File: src/inc/usart_sync_pkg.sv
/*
 * Constants, register map and state type of the synchronous serial port.
 * Assumes a single core clock domain and an 8-bit register port.
 */
package usart_sync_pkg;

  // ************************************************************
  // Register map
  // ************************************************************
  localparam int          ADDR_W        = 4;
  localparam logic [3:0]  RCV_CTRL_ADDR = 4'h0;
  localparam logic [3:0]  RCV_DATA_ADDR = 4'h1;
  localparam logic [3:0]  XMT_CTRL_ADDR = 4'h2;
  localparam logic [3:0]  BAUD_ADDR     = 4'h3;
  localparam logic [3:0]  XMT_DATA_ADDR = 4'h4;
  localparam logic [3:0]  FLAG_ADDR     = 4'h5;
  localparam logic [3:0]  IRQ_EN_ADDR   = 4'h6;

  // ************************************************************
  // Field positions
  // ************************************************************
  localparam int PORT_EN_BIT  = 7;
  localparam int RX9_SEL_BIT  = 6;
  localparam int SINGLE_BIT   = 5;
  localparam int CONT_BIT     = 4;
  localparam int OVERRUN_BIT  = 1;
  localparam int RX9_DATA_BIT = 0;
  localparam int CLK_SRC_BIT  = 7;
  localparam int TX9_SEL_BIT  = 6;
  localparam int TX_EN_BIT    = 5;
  localparam int SYNC_BIT     = 4;
  localparam int SR_EMPTY_BIT = 1;
  localparam int TX9_DATA_BIT = 0;
  localparam int RCV_FLAG_BIT = 0;
  localparam int XMT_FLAG_BIT = 1;

  // ************************************************************
  // Reset values, write masks and word lengths
  // ************************************************************
  localparam logic [7:0] RCV_CTRL_RST   = 8'h00;
  localparam logic [7:0] XMT_CTRL_RST   = 8'h02;
  localparam logic [7:0] BYTE_RST       = 8'h00;
  localparam logic [7:0] RCV_CTRL_WMASK = 8'hF8;
  localparam logic [7:0] XMT_CTRL_WMASK = 8'hF5;
  localparam logic [3:0] BITS_8         = 4'h8;
  localparam logic [3:0] BITS_9         = 4'h9;

  typedef enum logic [1:0] {ST_IDLE, ST_XMT, ST_RCV} link_state_e;

endpackage : usart_sync_pkg

File: src/inc/shift_clock_if.sv
/*
 * Carrier between the port and its shift clock generator.
 * Assumes both ends run on the same core clock.
 */
`timescale 1ns/1ps
interface shift_clock_if;
  logic [7:0] divisor;
  logic       run;
  logic       level;
  logic       rise;
  logic       fall;
  modport gen  (input divisor, input run, output level, output rise, output fall);
  modport user (output divisor, output run, input level, input rise, input fall);
endinterface : shift_clock_if

File: src/usart_sync_port.sv
/*
 * Synchronous half-duplex serial port: master or slave, transmit and receive.
 * Assumes a single-cycle register port and pins from outside the clock domain.
 */
// Local design decisions: the strobed register port and the register addresses.
// Behaviour
// - Reception starts in synchronous mode when single or continuous enable is set.
// - Data line is sampled on the falling edge of the shift clock.
// - Single enable receives one word, then clears itself and stops.
// - Continuous enable keeps receiving words until software clears it or an overrun stops reception.
// - With both enables set, continuous reception wins.
// - Each received word sets the receive flag; request only when enabled.
// - Ninth received bit and error flags read from receive control.
// - Eight received data bits are read from receive data.
// - Clearing continuous enable clears a pending overrun error.
// - Clearing clock source select puts the port in slave mode.
// - Slave mode keeps shifting while the core sleeps.
// - Slave transmit: first word shifts at once, second waits, flag clear.
// - After the first word, the second moves to shift, then flag sets.
// - Transmit flag with its enable raises a wake request.
// - Master drives the shift clock; transmit and receive exclude each other.
// - Sync select bit selects synchronous operation.
// - Transmit flag sets on transfer; only a data write clears it.
`timescale 1ns/1ps
module usart_sync_port (
  input  wire logic       clk,                 // Core clock, 40 MHz.
  input  wire logic       reset_n,             // Synchronous reset, active low.
  input  wire logic [3:0] addr,                // Register address.
  input  wire logic [7:0] wdata,               // Write data.
  input  wire logic       wr,                  // Write strobe.
  input  wire logic       rd,                  // Read strobe.
  output logic      [7:0] rdata,               // Read data, one cycle after rd.
  input  wire logic       core_sleep,          // Core is asleep.
  input  wire logic       shift_clock_line_in, // Clock pin level.
  output logic            shift_clock_line_out,  // Clock pin drive value.
  output logic            shift_clock_line_oe_n, // Clock pin enable, low drives.
  input  wire logic       shift_data_line_in,  // Data pin level.
  output logic            shift_data_line_out,   // Data pin drive value.
  output logic            shift_data_line_oe_n,  // Data pin enable, low drives.
  output logic            receive_irq,         // Receive request.
  output logic            transmit_irq,        // Transmit request.
  output logic            wake_request         // Wake the core.
);

  // ************************************************************
  // State
  // ************************************************************
  logic [7:0] rcv_ctrl_q, rcv_ctrl_d, rcv_data_q, rcv_data_d;
  logic [7:0] xmt_ctrl_q, xmt_ctrl_d, baud_q, baud_d;
  logic [7:0] xmt_data_q, xmt_data_d, rdata_q, rdata_d;
  logic [8:0] shreg_q, shreg_d, rcv_word;
  logic [3:0] bitcnt_q, bitcnt_d;
  logic [1:0] irq_en_q, irq_en_d;
  logic       xmt_full_q, xmt_full_d, rcv_flag_q, rcv_flag_d;
  logic       dout_q, dout_d;
  logic       ck_s1_q, ck_s2_q, ck_s3_q, dt_s1_q, dt_s2_q;
  usart_sync_pkg::link_state_e state_q, state_d;
  logic       sync_on, master, rcv_req, edge_rise, edge_fall;
  logic       xmt_wr, can_load, rcv_done, rcv_last, xmt_last;

  shift_clock_if bclk ();

  shift_clock_gen u_gen (
    .clk     (clk),
    .reset_n (reset_n),
    .b       (bclk)
  );

  // Word length from a ninth-bit select.
  function automatic logic [3:0] word_bits(input logic nine);
    word_bits = nine ? usart_sync_pkg::BITS_9 : usart_sync_pkg::BITS_8;
  endfunction : word_bits

  // ************************************************************
  // Pin synchronisers
  // ************************************************************
  // Two flops on each pin before any logic looks at it.
  always_ff @(posedge clk) begin
    if (!reset_n) begin
      ck_s1_q <= 1'b0;
      ck_s2_q <= 1'b0;
      ck_s3_q <= 1'b0;
      dt_s1_q <= 1'b0;
      dt_s2_q <= 1'b0;
    end else begin
      ck_s1_q <= shift_clock_line_in;
      ck_s2_q <= ck_s1_q;
      ck_s3_q <= ck_s2_q;
      dt_s1_q <= shift_data_line_in;
      dt_s2_q <= dt_s1_q;
    end
  end

  // ************************************************************
  // Mode decode and shift clock edges
  // ************************************************************
  // Mode bits, and edges taken from the generator or the pin.
  assign sync_on   = xmt_ctrl_q[usart_sync_pkg::SYNC_BIT] & rcv_ctrl_q[usart_sync_pkg::PORT_EN_BIT];
  assign master    = xmt_ctrl_q[usart_sync_pkg::CLK_SRC_BIT];
  assign rcv_req   = rcv_ctrl_q[usart_sync_pkg::SINGLE_BIT] | rcv_ctrl_q[usart_sync_pkg::CONT_BIT];
  assign edge_rise = master ? bclk.rise : (ck_s2_q & ~ck_s3_q);
  assign edge_fall = master ? bclk.fall : (~ck_s2_q & ck_s3_q);
  // The core clock stops in sleep, so only the slave keeps shifting.
  assign bclk.run     = sync_on & master & (state_q != usart_sync_pkg::ST_IDLE) & ~core_sleep;
  assign bclk.divisor = baud_q;
  assign xmt_wr   = wr && (addr == usart_sync_pkg::XMT_DATA_ADDR);
  // A load waits a cycle behind a data write so the write is never lost.
  assign can_load = xmt_ctrl_q[usart_sync_pkg::TX_EN_BIT] & xmt_full_q & ~xmt_wr;
  assign rcv_last = (bitcnt_q + 4'h1) == word_bits(rcv_ctrl_q[usart_sync_pkg::RX9_SEL_BIT]);
  assign xmt_last = (bitcnt_q + 4'h1) == word_bits(xmt_ctrl_q[usart_sync_pkg::TX9_SEL_BIT]);
  assign rcv_done = (state_q == usart_sync_pkg::ST_RCV) & sync_on & rcv_req & edge_fall & rcv_last;
  // New bits enter at the top, so the first bit ends lowest.
  assign rcv_word = {dt_s2_q, shreg_q[8:1]};

  // ************************************************************
  // Registers and link sequencer
  // ************************************************************
  // Bus access first; hardware updates follow so that a set wins.
  always_comb begin
    rcv_ctrl_d = rcv_ctrl_q;
    rcv_data_d = rcv_data_q;
    xmt_ctrl_d = xmt_ctrl_q;
    baud_d     = baud_q;
    xmt_data_d = xmt_data_q;
    xmt_full_d = xmt_full_q;
    rcv_flag_d = rcv_flag_q;
    irq_en_d   = irq_en_q;
    shreg_d    = shreg_q;
    bitcnt_d   = bitcnt_q;
    dout_d     = dout_q;
    state_d    = state_q;
    rdata_d    = usart_sync_pkg::BYTE_RST;
    if (wr) begin
      if (addr == usart_sync_pkg::RCV_CTRL_ADDR) begin
        rcv_ctrl_d = (wdata & usart_sync_pkg::RCV_CTRL_WMASK) | (rcv_ctrl_q & ~usart_sync_pkg::RCV_CTRL_WMASK);
        if (!wdata[usart_sync_pkg::CONT_BIT]) begin
          rcv_ctrl_d[usart_sync_pkg::OVERRUN_BIT] = 1'b0;
        end
      end else if (addr == usart_sync_pkg::XMT_CTRL_ADDR) begin
        xmt_ctrl_d = (wdata & usart_sync_pkg::XMT_CTRL_WMASK) | (xmt_ctrl_q & ~usart_sync_pkg::XMT_CTRL_WMASK);
      end else if (addr == usart_sync_pkg::BAUD_ADDR) begin
        baud_d = wdata;
      end else if (addr == usart_sync_pkg::XMT_DATA_ADDR) begin
        xmt_data_d = wdata;
        xmt_full_d = 1'b1;
      end else if (addr == usart_sync_pkg::IRQ_EN_ADDR) begin
        irq_en_d = wdata[1:0];
      end
    end
    if (rd) begin
      if (addr == usart_sync_pkg::RCV_CTRL_ADDR) begin
        rdata_d = rcv_ctrl_q;
      end else if (addr == usart_sync_pkg::RCV_DATA_ADDR) begin
        rdata_d    = rcv_data_q;
        rcv_flag_d = 1'b0;
      end else if (addr == usart_sync_pkg::XMT_CTRL_ADDR) begin
        rdata_d = xmt_ctrl_q;
      end else if (addr == usart_sync_pkg::BAUD_ADDR) begin
        rdata_d = baud_q;
      end else if (addr == usart_sync_pkg::XMT_DATA_ADDR) begin
        rdata_d = xmt_data_q;
      end else if (addr == usart_sync_pkg::FLAG_ADDR) begin
        rdata_d = {6'h00, ~xmt_full_q, rcv_flag_q};
      end else if (addr == usart_sync_pkg::IRQ_EN_ADDR) begin
        rdata_d = {6'h00, irq_en_q};
      end
    end
    case (state_q)
      usart_sync_pkg::ST_IDLE: begin
        xmt_ctrl_d[usart_sync_pkg::SR_EMPTY_BIT] = 1'b1;
        bitcnt_d = 4'h0;
        if (sync_on && rcv_req && !rcv_ctrl_q[usart_sync_pkg::OVERRUN_BIT]) begin
          state_d = usart_sync_pkg::ST_RCV;
        end else if (sync_on && !rcv_req && can_load) begin
          shreg_d    = {xmt_ctrl_q[usart_sync_pkg::TX9_DATA_BIT], xmt_data_q};
          dout_d     = xmt_data_q[0];
          xmt_full_d = 1'b0;
          xmt_ctrl_d[usart_sync_pkg::SR_EMPTY_BIT] = 1'b0;
          state_d    = usart_sync_pkg::ST_XMT;
        end
      end
      usart_sync_pkg::ST_XMT: begin
        if (!sync_on || !xmt_ctrl_q[usart_sync_pkg::TX_EN_BIT]) begin
          state_d = usart_sync_pkg::ST_IDLE;
        end else if (edge_fall && xmt_last) begin
          bitcnt_d = 4'h0;
          if (can_load) begin
            shreg_d    = {xmt_ctrl_q[usart_sync_pkg::TX9_DATA_BIT], xmt_data_q};
            dout_d     = xmt_data_q[0];
            xmt_full_d = 1'b0;
          end else begin
            state_d = usart_sync_pkg::ST_IDLE;
          end
        end else if (edge_fall) begin
          bitcnt_d = bitcnt_q + 4'h1;
        end else if (edge_rise && bitcnt_q != 4'h0) begin
          shreg_d = {1'b0, shreg_q[8:1]};
          dout_d  = shreg_q[1];
        end
      end
      usart_sync_pkg::ST_RCV: begin
        if (!sync_on || !rcv_req) begin
          state_d = usart_sync_pkg::ST_IDLE;
        end else if (edge_fall) begin
          shreg_d  = rcv_word;
          bitcnt_d = bitcnt_q + 4'h1;
          if (rcv_last) begin
            bitcnt_d = 4'h0;
            if (rcv_flag_q) begin
              rcv_ctrl_d[usart_sync_pkg::OVERRUN_BIT] = 1'b1;
              state_d = usart_sync_pkg::ST_IDLE;
            end else if (rcv_ctrl_q[usart_sync_pkg::RX9_SEL_BIT]) begin
              rcv_data_d = rcv_word[7:0];
              rcv_ctrl_d[usart_sync_pkg::RX9_DATA_BIT] = rcv_word[8];
              rcv_flag_d = 1'b1;
            end else begin
              rcv_data_d = rcv_word[8:1];
              rcv_flag_d = 1'b1;
            end
            if (!rcv_ctrl_q[usart_sync_pkg::CONT_BIT]) begin
              rcv_ctrl_d[usart_sync_pkg::SINGLE_BIT] = 1'b0;
              state_d = usart_sync_pkg::ST_IDLE;
            end
          end
        end
      end
      default: state_d = usart_sync_pkg::ST_IDLE;
    endcase
  end

  // Register everything computed above.
  always_ff @(posedge clk) begin
    if (!reset_n) begin
      rcv_ctrl_q <= usart_sync_pkg::RCV_CTRL_RST;
      rcv_data_q <= usart_sync_pkg::BYTE_RST;
      xmt_ctrl_q <= usart_sync_pkg::XMT_CTRL_RST;
      baud_q     <= usart_sync_pkg::BYTE_RST;
      xmt_data_q <= usart_sync_pkg::BYTE_RST;
      rdata_q    <= usart_sync_pkg::BYTE_RST;
      xmt_full_q <= 1'b0;
      rcv_flag_q <= 1'b0;
      irq_en_q   <= 2'h0;
      shreg_q    <= 9'h000;
      bitcnt_q   <= 4'h0;
      dout_q     <= 1'b0;
      state_q    <= usart_sync_pkg::ST_IDLE;
    end else begin
      rcv_ctrl_q <= rcv_ctrl_d;
      rcv_data_q <= rcv_data_d;
      xmt_ctrl_q <= xmt_ctrl_d;
      baud_q     <= baud_d;
      xmt_data_q <= xmt_data_d;
      rdata_q    <= rdata_d;
      xmt_full_q <= xmt_full_d;
      rcv_flag_q <= rcv_flag_d;
      irq_en_q   <= irq_en_d;
      shreg_q    <= shreg_d;
      bitcnt_q   <= bitcnt_d;
      dout_q     <= dout_d;
      state_q    <= state_d;
    end
  end

  // ************************************************************
  // Outputs
  // ************************************************************
  // Pins, read data and requests.
  assign rdata                 = rdata_q;
  assign shift_clock_line_out  = bclk.level;
  assign shift_clock_line_oe_n = ~(sync_on & master);
  assign shift_data_line_out   = dout_q;
  assign shift_data_line_oe_n  = (state_q != usart_sync_pkg::ST_XMT);
  assign receive_irq   = rcv_flag_q & irq_en_q[usart_sync_pkg::RCV_FLAG_BIT];
  assign transmit_irq  = ~xmt_full_q & irq_en_q[usart_sync_pkg::XMT_FLAG_BIT];
  assign wake_request  = receive_irq | transmit_irq;
endmodule : usart_sync_port

File: src/shift_clock_gen.sv
/*
 * Master shift clock generator: a half period lasts divisor + 1 core clocks.
 * Assumes run is a registered level from the same clock domain.
 */
`timescale 1ns/1ps
module shift_clock_gen (
  input  wire logic   clk,     // Core clock.
  input  wire logic   reset_n, // Synchronous reset, active low.
  shift_clock_if.gen  b        // Divisor in, clock level and edge pulses out.
);

  logic [7:0] cnt_q, cnt_d;
  logic       level_q, level_d;
  logic       rise_q, rise_d;
  logic       fall_q, fall_d;

  // Count to the divisor and toggle; the clock idles low while stopped.
  always_comb begin
    cnt_d   = cnt_q;
    level_d = level_q;
    rise_d  = 1'b0;
    fall_d  = 1'b0;
    if (!b.run) begin
      cnt_d   = 8'h00;
      level_d = 1'b0;
      fall_d  = level_q;
    end else if (cnt_q == b.divisor) begin
      cnt_d   = 8'h00;
      level_d = ~level_q;
      rise_d  = ~level_q;
      fall_d  = level_q;
    end else begin
      cnt_d = cnt_q + 8'h01;
    end
  end

  // Register the generator state.
  always_ff @(posedge clk) begin
    if (!reset_n) begin
      cnt_q   <= 8'h00;
      level_q <= 1'b0;
      rise_q  <= 1'b0;
      fall_q  <= 1'b0;
    end else begin
      cnt_q   <= cnt_d;
      level_q <= level_d;
      rise_q  <= rise_d;
      fall_q  <= fall_d;
    end
  end

  assign b.level = level_q;
  assign b.rise  = rise_q;
  assign b.fall  = fall_q;
endmodule : shift_clock_gen

File: config.mk
export PLATFORM = sky130hd
export DESIGN_NAME = usart_sync_port
export DESIGN_NICKNAME = d
export VERILOG_FILES = /design/src/inc/usart_sync_pkg.sv /design/src/inc/shift_clock_if.sv /design/src/usart_sync_port.sv /design/src/shift_clock_gen.sv
export SDC_FILE = /design/constraint.sdc
export NUM_CORES = 1
export LEC_CHECK = 0
export BUFFER_PORTS_ARGS = -buffer_cell sky130_fd_sc_hd__buf_2
export CAP_MARGIN = 10
export CORE_ASPECT_RATIO = 1.1
export CORE_MARGIN = 2
export CORE_UTILIZATION = 64
export CTS_CLUSTER_DIAMETER = 30
export DETAILED_ROUTE_END_ITERATION = 16
export HOLD_SLACK_MARGIN = 0.05
export PLACE_DENSITY = 0.85
export SLEW_MARGIN = 20
export SYNTH_ARGS = -nofsm -noshare
export SYNTH_HDL_FRONTEND = slang
export SYNTH_SLANG_ARGS = --single-unit
File: constraint.sdc
create_clock -name clk -period 5.95 [get_ports clk]
set_input_delay 1.19 -clock clk [delete_from_list [all_inputs] [get_ports clk]]
set_output_delay 1.19 -clock clk [all_outputs]
set_load 0.02 [all_outputs]
==> results.toml, run 1 <==
[setup_path]
critPathMaxStageDelay_ns = 0.66
worstSetupPathType = "primary input to flip-flop"
worstPathArrival_ns = 3.41
cp_max_fo = 13
critPathLaunchType = "primary input"
required_ns = 6.24
cp_cell_sequence = "buf_2 > nor2b_1 > a21boi_0 > a21oi_1 > a311o_1 > a221oi_1 > nor2_1"
end_kind = "flip-flop"
cpMaxStageDelayCell = "nor2b_1"

[clock_network]
cts_root_buf = "clkbuf_8"
htreeDepth = 3
cts_buffers = 9
hold_buffers = 0
cts_num_sinks = 81
cts.reportedPaths.clkPinSlew_ns = 0.08
clockBufferDepth = 2
post_cts_buffers = 0
cts_tree = "done"
cts.repair.resized = 0
clk_latency_ns = 0.36

[global_routing]
grt_max_degree = 42
grt_pass1_wl_um = 16700
first_global_vias = 3245
grt_usage = 0.323
grt-ovfl-total = 0
antenna_found_initial = 0

[logic_synthesis]
avgSynthCellArea_sq_um = 8.34
synthCells = 467
synth_edf_count = 0
async_flop_share = 0
synth.most_common_cell = "dfxtp_1"
yosys.area.top_type = "dfxtp_1"
yosys_warnings = 0
synth_top_area_share = 0.416
syn-cell-area_sq_mm = 0.00389
synth_cell_types = 51
yosysSeqAreaShare = 0.416
synthTopCellsByArea = "dfxtp_1 42%, mux2i_1 6.4%, nand2_1 5.7%"
syn-num-nets = 493
ys_ff_latch = 81
synth.cells.most_frequent = "81 x dfxtp_1, 59 x nand2_1, 52 x nor2_1"
yosys_most_used_dff = "dfxtp_1"

[flow_run]
cap_violations = 0

[power]
p_seq_frac = 0.525
p_sw_frac = 0.237
power_uw = 1050
p_comb_frac = 0.055
peakVddDrop_v = 0.000195
power.share.clock = 0.420
p_sw_uw = 248
power_density_mw_per_mm2 = 243
internal-power_uw = 801
static-leakage-power_uw = 0.00166

[status]
status = "finished clean"

[floorplanning]
core_area_sq_mm = 0.00584
die_area_sq_mm = 0.00672
rows = 29
die_h_um = 85.8
fp.dieW_um = 78.4
ioPinCount = 34
start_util = 0.667

[routing]
drc = 0
vias = 3628
wl_um = 10300
avgViaCountPerCell = 6.33
dr.pass1.iters = 4
detail_route.wl_per_cell_um = 18.0
ant_nets = 0
drt_iter0_drc = 402

[final_layout]
final_core_util = 0.738
multi_input_area_sq_mm = 0.00214
seqCellArea_sq_mm = 0.00162
syn_to_final_growth_pct = 10.8
drive_gt1_frac = 0.127
fillers = 475
antenna_cells = 0
fin_nets = 517

[hold_path]
hold_class = "flip-flop to flip-flop"

[sta]
hold_viol = 0
post-route-period-util = 0.525
fin_crit_ns = 3.12
clock_skew_ns = 0.00947
whs_ns = 0.453
grt_setup_unrepaired = "false"
slew_headroom = 0.428
tightestPinTransition_ns = 0.852
slew_viol_final = 0
final.setup.tns_ns = 0
max_freq_mhz = 320
setup_violations = 0

[placed_design]
gp_congestion = 0.916
dp_hpwl_um = 7300
portBuffers = 33
area by class of cell:
type                    instances  share of cell area
well taps                      77              0.0223
flip-flops and latches         81               0.376
multi-input cells             350               0.495
clock buffers                   9              0.0287
clock inverters                 7              0.0220
inverters                      12              0.0104
repair buffers                 37              0.0453
cells in the final DEF (no fill, tap or decap), types with 3 or more instances in the layout:
cell and instances:
mux2i_1 25, nand4_1 5, nor3_1 7, o21ai_0 16, a221oi_1 7, nand2_1 59, buf_4 4, and2_1 8
a211oi_1 13, o22ai_1 3, dfxtp_1 81, a21oi_1 41, a31oi_1 6, o31ai_1 3, nor4_1 3, nor2_1 52
xor2_1 15, buf_2 33, o211ai_1 3, a2bb2oi_1 3, clkbuf_8 9, a211o_1 3, inv_1 11, o21a_1 3
nand3_1 30, nor2b_1 4, and3_1 4, ha_1 7
stage by stage:
| step | instances | setup WS [ns] | instance area [sq um] |
|---|---|---|---|
| after floorplan | 467 | 3.27 | 3890 |
| after global placement | 557 | 2.64 | 4090 |
| after detailed placement | 557 | 2.56 | 4090 |
| after CTS | 573 | 2.93 | 4310 |
| after global routing | 573 | 2.65 | 4310 |
| final | 573 | 2.83 | 4310 |
sequential cells by signal (all words and copies together), names as in the netlist, 2 cells and up:
name and cells:
irq_en_q 2, u_gen.cnt_q 8, bitcnt_q 4, xmt_data_q 8
baud_q 8, xmt_ctrl_q 7, rdata 8, rcv_ctrl_q 7
state_q 2, shreg_q 8, rcv_data_q 8
metal layers:
layer | global-route usage | up-vias | wire length [um]
li1 | - | 1714 | -
met1 | 0.435 | 1692 | 4390
met2 | 0.491 | 180 | 4670
met3 | 0.0642 | 42 | 812
met4 | 0.175 | 0 | 437
met5 | 0 | - | 0
critical path: cells and delay by family:
family	cells	cell delay [ns]
simple gates	2	0.80
buf+inv	1	0.22
compound gates	4	1.20
cell families (layout without fill, tap and decap cells):
kind of cell,count (synthesis),count (layout),share of synthesized area
muxes,26,26,0.0672
adders and majority gates,7,7,0.0225
xor gates and xnor gates,17,17,0.0382
DFF,81,81,0.416
buffers and inverters,36,65,0.0366
and+or+nand+nor,185,185,0.223
AOI/OAI and AO/OA,115,115,0.196
power by group through the flow:
stage | Combinational [uW] | Clock, uW | Sequential [uW]
2_1_floorplan | 34.9 | 0 | 563
3_3_place_gp | 54.2 | 0 | 564
3_5_place_dp | 55.5 | 0 | 564
4_1_cts | 56.2 | 444 | 551
5_1_grt | 62.3 | 472 | 552
6_report | 57.7 | 440 | 551
path summary, 6_finish.rpt:
| kind | from | endpoint | slack (ns) | cells past startpoint |
|---|---|---|---|---|
| worst min-delay path | dt_s1_q$_SDFF_PN0_ | dt_s2_q$_SDFF_PN0_ | 0.45 | 1 |
| worst max register to register | xmt_ctrl_q[7]$_SDFFE_PN0P_ | rcv_ctrl_q[0]$_SDFFE_PN0P_ | 3.27 | 6 |
| worst min register to register | dt_s1_q$_SDFF_PN0_ | dt_s2_q$_SDFF_PN0_ | 0.45 | 1 |
| worst max-delay path | wr | shreg_q[4]$_SDFFE_PN0P_ | 2.83 | 7 |
Note: power is estimated with default switching activity, not from simulation.
==> inputs of run 2 (changes only) <==
--- a/config.mk
+++ b/config.mk
@@ -5,15 +5,16 @@
 export SDC_FILE = /design/constraint.sdc
 export NUM_CORES = 1
 export LEC_CHECK = 0
+export ABC_AREA = 1
 export BUFFER_PORTS_ARGS = -buffer_cell sky130_fd_sc_hd__buf_2
 export CAP_MARGIN = 10
 export CORE_ASPECT_RATIO = 1.1
 export CORE_MARGIN = 2
-export CORE_UTILIZATION = 64
+export CORE_UTILIZATION = 60
 export CTS_CLUSTER_DIAMETER = 30
 export DETAILED_ROUTE_END_ITERATION = 16
 export HOLD_SLACK_MARGIN = 0.05
-export PLACE_DENSITY = 0.85
+export PLACE_DENSITY = 0.8
 export SLEW_MARGIN = 20
 export SYNTH_ARGS = -nofsm -noshare
 export SYNTH_HDL_FRONTEND = slang
==> constraint.sdc (replaced) <==
create_clock -name clk -period 3.1 [get_ports clk]
set_input_delay 0.62 -clock clk [delete_from_list [all_inputs] [get_ports clk]]
set_output_delay 0.62 -clock clk [all_outputs]
set_load 0.02 [all_outputs]
==> run 2 against run 1 <==
First-iteration DRC count shrank 48%. Global-route usage shrank 3.9 points. Setup slack lost 2.0 ns. Clock power grew 86%. Area after synthesis grew 5.1%. Largest power group unchanged. Non-clock buffer count shrank 2. Die area grew 12%. Clock skew grew 0.0027 ns. Critical endpoint is now rcv_data_q[7]$_SDFFE_PN0P_.
==> results.toml, run 2 <==
[logic_synthesis]
synthCells = 606
synth_top_family_by_area = "simple AND/OR/NAND/NOR gates"
synthTopCellsByArea = "dfxtp_1 40%, nand2_1 13%, a21oi_1 7.7%"
muxShareOfSynthArea = 0
syn-num-nets = 632
yosys_warnings = 0
yosys.area.top_type = "dfxtp_1"
synth_edf_count = 0
avgSynthCellArea_sq_um = 6.75
synth-adder-area-share = 0.0214
async_flop_share = 0
synth_xor_area_frac = 0.0193
synth.cells.most_frequent = "145 x nand2_1, 83 x inv_1, 81 x dfxtp_1"
synth.most_common_cell = "nand2_1"
syn-cell-area_sq_mm = 0.00409
synthSimpleGateAreaFrac = 0.292
yosysSeqAreaShare = 0.396
synth_top_area_share = 0.396
synth_compound_area_frac = 0.167
synth_cell_types = 37
yosys_most_used_dff = "dfxtp_1"
ys_ff_latch = 81

[floorplanning]
start_util = 0.621
rows = 31
ioPinCount = 34
die_area_sq_mm = 0.00750
core_area_sq_mm = 0.00659
fp.dieW_um = 82.7
die_h_um = 90.6

[sta]
slew_headroom = 0.552
hold_viol = 0
post-route-period-util = 0.720
setup_violations = 0
max_freq_mhz = 448
tightestPinTransition_ns = 0.671
clock_skew_ns = 0.0121
slew_viol_final = 0
grt_setup_unrepaired = "false"
fin_ws_ns = 0.868
fin_crit_ns = 2.23
final.setup.tns_ns = 0

[final_layout]
drive_gt1_frac = 0.128
layout_commonest_cell = "nand2_1"
antenna_cells = 0
syn_to_final_growth_pct = 10.1
final_cell_mix = "145 x nand2_1, 83 x inv_1, 81 x dfxtp_1"
fin_nets = 661
final_area_sq_mm = 0.00450

[setup_path]
rr_startpoint = "bitcnt_q[0]$_SDFFE_PN0P_"
required_ns = 3.35
cp_cell_sequence = "inv_1 > ha_1 > inv_1 > nand2_1 > nor2_1 > nand4_1 > inv_1 > nand3_2 > o21ai_0 > a21oi_1"
crit_start = "bitcnt_q[0]$_SDFFE_PN0P_"
cp_max_fo = 9
cpMaxStageDelayCell = "dfxtp_1"
critPathLaunchType = "flip-flop"
end_kind = "flip-flop"
worstPathArrival_ns = 2.48
worstSetupPathType = "flip-flop to flip-flop"
critPathMaxStageDelay_ns = 0.48
crit_path_frequent_cell = "inv_1"

[global_routing]
first_global_vias = 3549
grt_usage = 0.285
grt_pass1_wl_um = 16600
antenna_found_initial = 0
grt_max_degree = 27
grt-ovfl-total = 0

[routing]
avgViaCountPerCell = 5.43
vias = 3917
ant_nets = 0
detail_route.wl_per_cell_um = 13.8
wl_um = 9940
dr.pass1.iters = 5
drc = 0
drt_iter0_drc = 211

[clock_network]
clockBufferDepth = 2
cts_num_sinks = 81
cts_root_buf = "clkbuf_8"
cts.repair.resized = 0
cts.reportedPaths.clkPinSlew_ns = 0.09
cts_tree = "done"
clk_latency_ns = 0.35
cts_buffers = 9
hold_buffers = 0
htreeDepth = 3
post_cts_buffers = 0

[power]
power_uw = 3020
power_density_mw_per_mm2 = 671
static-leakage-power_uw = 0.00200
peakVddDrop_v = 0.000438

[placed_design]
dp_hpwl_um = 7400
dpl_worst_slack_ns = 0.940
gp_congestion = 0.963
dpl_cell_area_sq_mm = 0.00429
portBuffers = 33

[flow_run]
cap_violations = 0

[hold_path]
hold_start = "ck_s1_q$_SDFF_PN0_"
hold_class = "flip-flop to flip-flop"

[status]
status = "finished clean"
[run 2: cell types whose count changed after synthesis, sizes merged, moves of 8 or more]
cell,change
a21oi,+23
a211oi,-11
nand2,+96
nor2,+19
clkbuf,-12
mux2i,-25
o21ai,+28
xor2,-11
a221oi,-8
inv,+79
and2,-8
[run 2: logic make-up after synthesis]
family          count (synthesis)
compound gates                126
fa+ha+maj                       7
simple gates                  275
buf+inv                       108
xor+xnor                        9
flops                          81
[run 2: worst max-delay path, delay by kind of cell, from the launching register on]
kind,cells,cell delay [ns]
AOI/OAI and AO/OA,2,0.27
adders and majority gates,1,0.32
buffers and inverters,3,0.44
DFF,1,0.48
and+or+nand+nor,4,0.63
[run 2: worst paths after layout]
path | to | slack (ns) | cells past startpoint
worst max-delay path | rcv_data_q[7]$_SDFFE_PN0P_ | 0.87 | 10
worst min-delay path | ck_s2_q$_SDFF_PN0_ | 0.42 | 2
worst max register to register | rcv_data_q[7]$_SDFFE_PN0P_ | 0.87 | 10
worst min register to register | ck_s2_q$_SDFF_PN0_ | 0.42 | 2
[run 2: area by class of cell]
cell class | instances | area (sq um)
Sequential cell | 81 | 1620
Clock buffer | 10 | 138
Fill cell | 581 | 2090
Timing Repair Buffer | 35 | 180
Multi-Input combinational cell | 417 | 2040
Inverter | 91 | 344
Tap cell | 82 | 103
Clock inverter | 6 | 73.8
[run 2: stage by stage]
stage               hold slack, ns  std cells  utilization
detailed placement           0.398        706        0.651
global placement             0.394        706        0.651
CTS                          0.420        722        0.683
floorplan                    0.390        606            -
global route                 0.434        722        0.683
finish                       0.418        722        0.683
[run 2: power by group]
part           leakage (uW)  total (uW)  internal, uW  switching (uW)
Combinational       0.00124         978           307             671
Sequential         0.000657        1230          1140            87.2
Clock              0.000101         819           404             415
Total               0.00200        3020          1850            1170
[run 2: routing by layer]
metal,global-route usage,share of wire,vias up
met2,0.465,0.48,144
met1,0.368,0.43,1764
li1,-,-,1990
met5,0,0,-
met4,0.109,0.024,0
met3,0.0500,0.059,19
==> inputs of run 3 (changes only) <==
--- a/config.mk
+++ b/config.mk
@@ -10,11 +10,11 @@
 export CAP_MARGIN = 10
 export CORE_ASPECT_RATIO = 1.1
 export CORE_MARGIN = 2
-export CORE_UTILIZATION = 60
+export CORE_UTILIZATION = 54
 export CTS_CLUSTER_DIAMETER = 30
 export DETAILED_ROUTE_END_ITERATION = 16
 export HOLD_SLACK_MARGIN = 0.05
-export PLACE_DENSITY = 0.8
+export PLACE_DENSITY = 0.76
 export SLEW_MARGIN = 20
 export SYNTH_ARGS = -nofsm -noshare
 export SYNTH_HDL_FRONTEND = slang
==> constraint.sdc (replaced) <==
create_clock -name clk -period 1.95 [get_ports clk]
set_input_delay 0.39 -clock clk [delete_from_list [all_inputs] [get_ports clk]]
set_output_delay 0.39 -clock clk [all_outputs]
set_load 0.02 [all_outputs]
==> run 3 against run 2 <==
Clock skew shrank 0.00077 ns. First-iteration DRC count grew 19%. Setup slack lost 0.72 ns. Hold slack lost 0.21 ns. Total power grew 72%. Die area grew 11%. Via count grew 4.2%. Flip-flop and latch count is the same. Non-clock buffer count grew 20. Cell area grew 5.2%. Largest cell class unchanged. Largest power group unchanged. Highest routed layer unchanged.
==> results.toml, run 3 (same netlist as run 2, synthesis figures left out) <==
[clock_network]
hold_buffers = 0
clockBufferDepth = 2
cts_root_buf = "clkbuf_8"
cts_tree = "done"
cts.reportedPaths.clkPinSlew_ns = 0.08
htreeDepth = 3
cts_buffers = 9
clk_latency_ns = 0.36
cts_num_sinks = 81

[placed_design]
portBuffers = 33
dpl_worst_slack_ns = 0.0472
gp_congestion = 0.943
dpl_cell_area_sq_mm = 0.00442
dp_hpwl_um = 7840

[routing]
wl_um = 10900
drt_iter0_drc = 252
avgViaCountPerCell = 5.45
detail_route.wl_per_cell_um = 14.6
dr.pass1.iters = 5
drc = 0
ant_nets = 0
vias = 4080

[floorplanning]
fp.dieW_um = 87.0
die_area_sq_mm = 0.00829
core_area_sq_mm = 0.00739
rows = 33
ioPinCount = 34
die_h_um = 95.3
start_util = 0.554

[final_layout]
final_area_sq_mm = 0.00474
final_cell_mix = "143 x nand2_1, 82 x inv_1, 81 x dfxtp_1"
drive_gt1_frac = 0.163
layout_commonest_cell = "nand2_1"
final_core_util = 0.641
antenna_cells = 0
syn_to_final_growth_pct = 15.8
fin_nets = 682

[sta]
fin_crit_ns = 1.80
hold_viol = 0
fin_ws_ns = 0.145
tightestPinTransition_ns = 0.389
setup_violations = 0
max_freq_mhz = 554
slew_viol_final = 0
post-route-period-util = 0.925
clock_skew_ns = 0.0114
slew_headroom = 0.738

[setup_path]
required_ns = 2.25
cp_max_fo = 5
worstSetupPathType = "flip-flop to flip-flop"
end_kind = "flip-flop"
worstPathArrival_ns = 2.10
r2r_cells = 11
critPathLaunchType = "flip-flop"
timing.rr.end = "rcv_data_q[5]$_SDFFE_PN0P_"
endpoint = "rcv_data_q[5]$_SDFFE_PN0P_"
crit_start = "bitcnt_q[0]$_SDFFE_PN0P_"
rr_startpoint = "bitcnt_q[0]$_SDFFE_PN0P_"
r2r_setup_slack_ns = 0.15

[hold_path]
hold_class = "primary input to flip-flop"

[global_routing]
first_global_vias = 3654
antenna_found_initial = 0
grt_max_degree = 29
grt_usage = 0.271
grt_pass1_wl_um = 17400
grt-ovfl-total = 0

[power]
power_uw = 5200
static-leakage-power_uw = 0.00212
power_density_mw_per_mm2 = 1100
peakVddDrop_v = 0.000498

[flow_run]
cap_violations = 0

[status]
status = "finished clean"
run 3: changes by cell type in the layout (fill, tap and decap cells not counted), sizes merged:
cell,delta
bufinv,+1
buf,+19
clkbuf,+2
nand3,+1
clkinvlp,-2
run 3: layer usage:
layer  vias up  global-route usage  routed length, um
li1       2038                   -                  -
met1      1884               0.351               4790
met2       130               0.443               5280
met3        28              0.0407                549
met4         0               0.128                296
met5         -                   0                  0
run 3: cell type report:
type | instances | area, sq um
well taps | 87 | 109
inverters | 91 | 344
repair buffers | 55 | 328
multi-input cells | 418 | 2110
clock inverters | 5 | 86.3
clock buffers | 11 | 141
fillers | 648 | 2650
flip-flops and latches | 81 | 1620
run 3: stage by stage:
stage / instances / hold slack (ns) / setup TNS (ns)
floorplan: 606 / 0.390 / 0
global placement: 727 / 0.392 / 0
detailed placement: 727 / 0.399 / 0
CTS: 743 / 0.202 / 0
global route: 748 / 0.225 / -0.0872
finish: 748 / 0.207 / 0
run 3: worst min path at each step:
stage                        start  cells after the start  slack [ns]            endpoint
3_3_place_gp    ck_s1_q$_SDFF_PN0_                      2        0.39  ck_s2_q$_SDFF_PN0_
2_1_floorplan   ck_s1_q$_SDFF_PN0_                      2        0.39  ck_s2_q$_SDFF_PN0_
6_report       shift_clock_line_in                      3        0.21  ck_s1_q$_SDFF_PN0_
4_1_cts        shift_clock_line_in                      3        0.20  ck_s1_q$_SDFF_PN0_
5_1_grt         shift_data_line_in                      3        0.23  dt_s1_q$_SDFF_PN0_
3_5_place_dp    ck_s1_q$_SDFF_PN0_                      2        0.40  ck_s2_q$_SDFF_PN0_
run 3: timing repair:
item,in CTS,in global routing
setup buffers,0,4
setup endpoints to repair,0,22
gates resized for setup,0,13
run 3: where the power goes:
| part | total, uW | leakage (uW) | internal, uW | switching (uW) |
|---|---|---|---|---|
| sequential | 1930 | 0.000657 | 1810 | 123 |
| combinational | 1850 | 0.00135 | 615 | 1230 |
| clock | 1420 | 0.000115 | 769 | 653 |
| total | 5200 | 0.00212 | 3200 | 2010 |
run 3: critical path: stages, from the launching register on:
cell	delay, ns
dfxtp_1	0.33
inv_1	0.09
ha_4	0.25
inv_1	0.07
nand2_1	0.06
nor2_2	0.11
nand4_1	0.10
buf_4	0.17
nor3_4	0.16
clkbuf_2	0.18
o21ai_0	0.09
a21oi_1	0.12
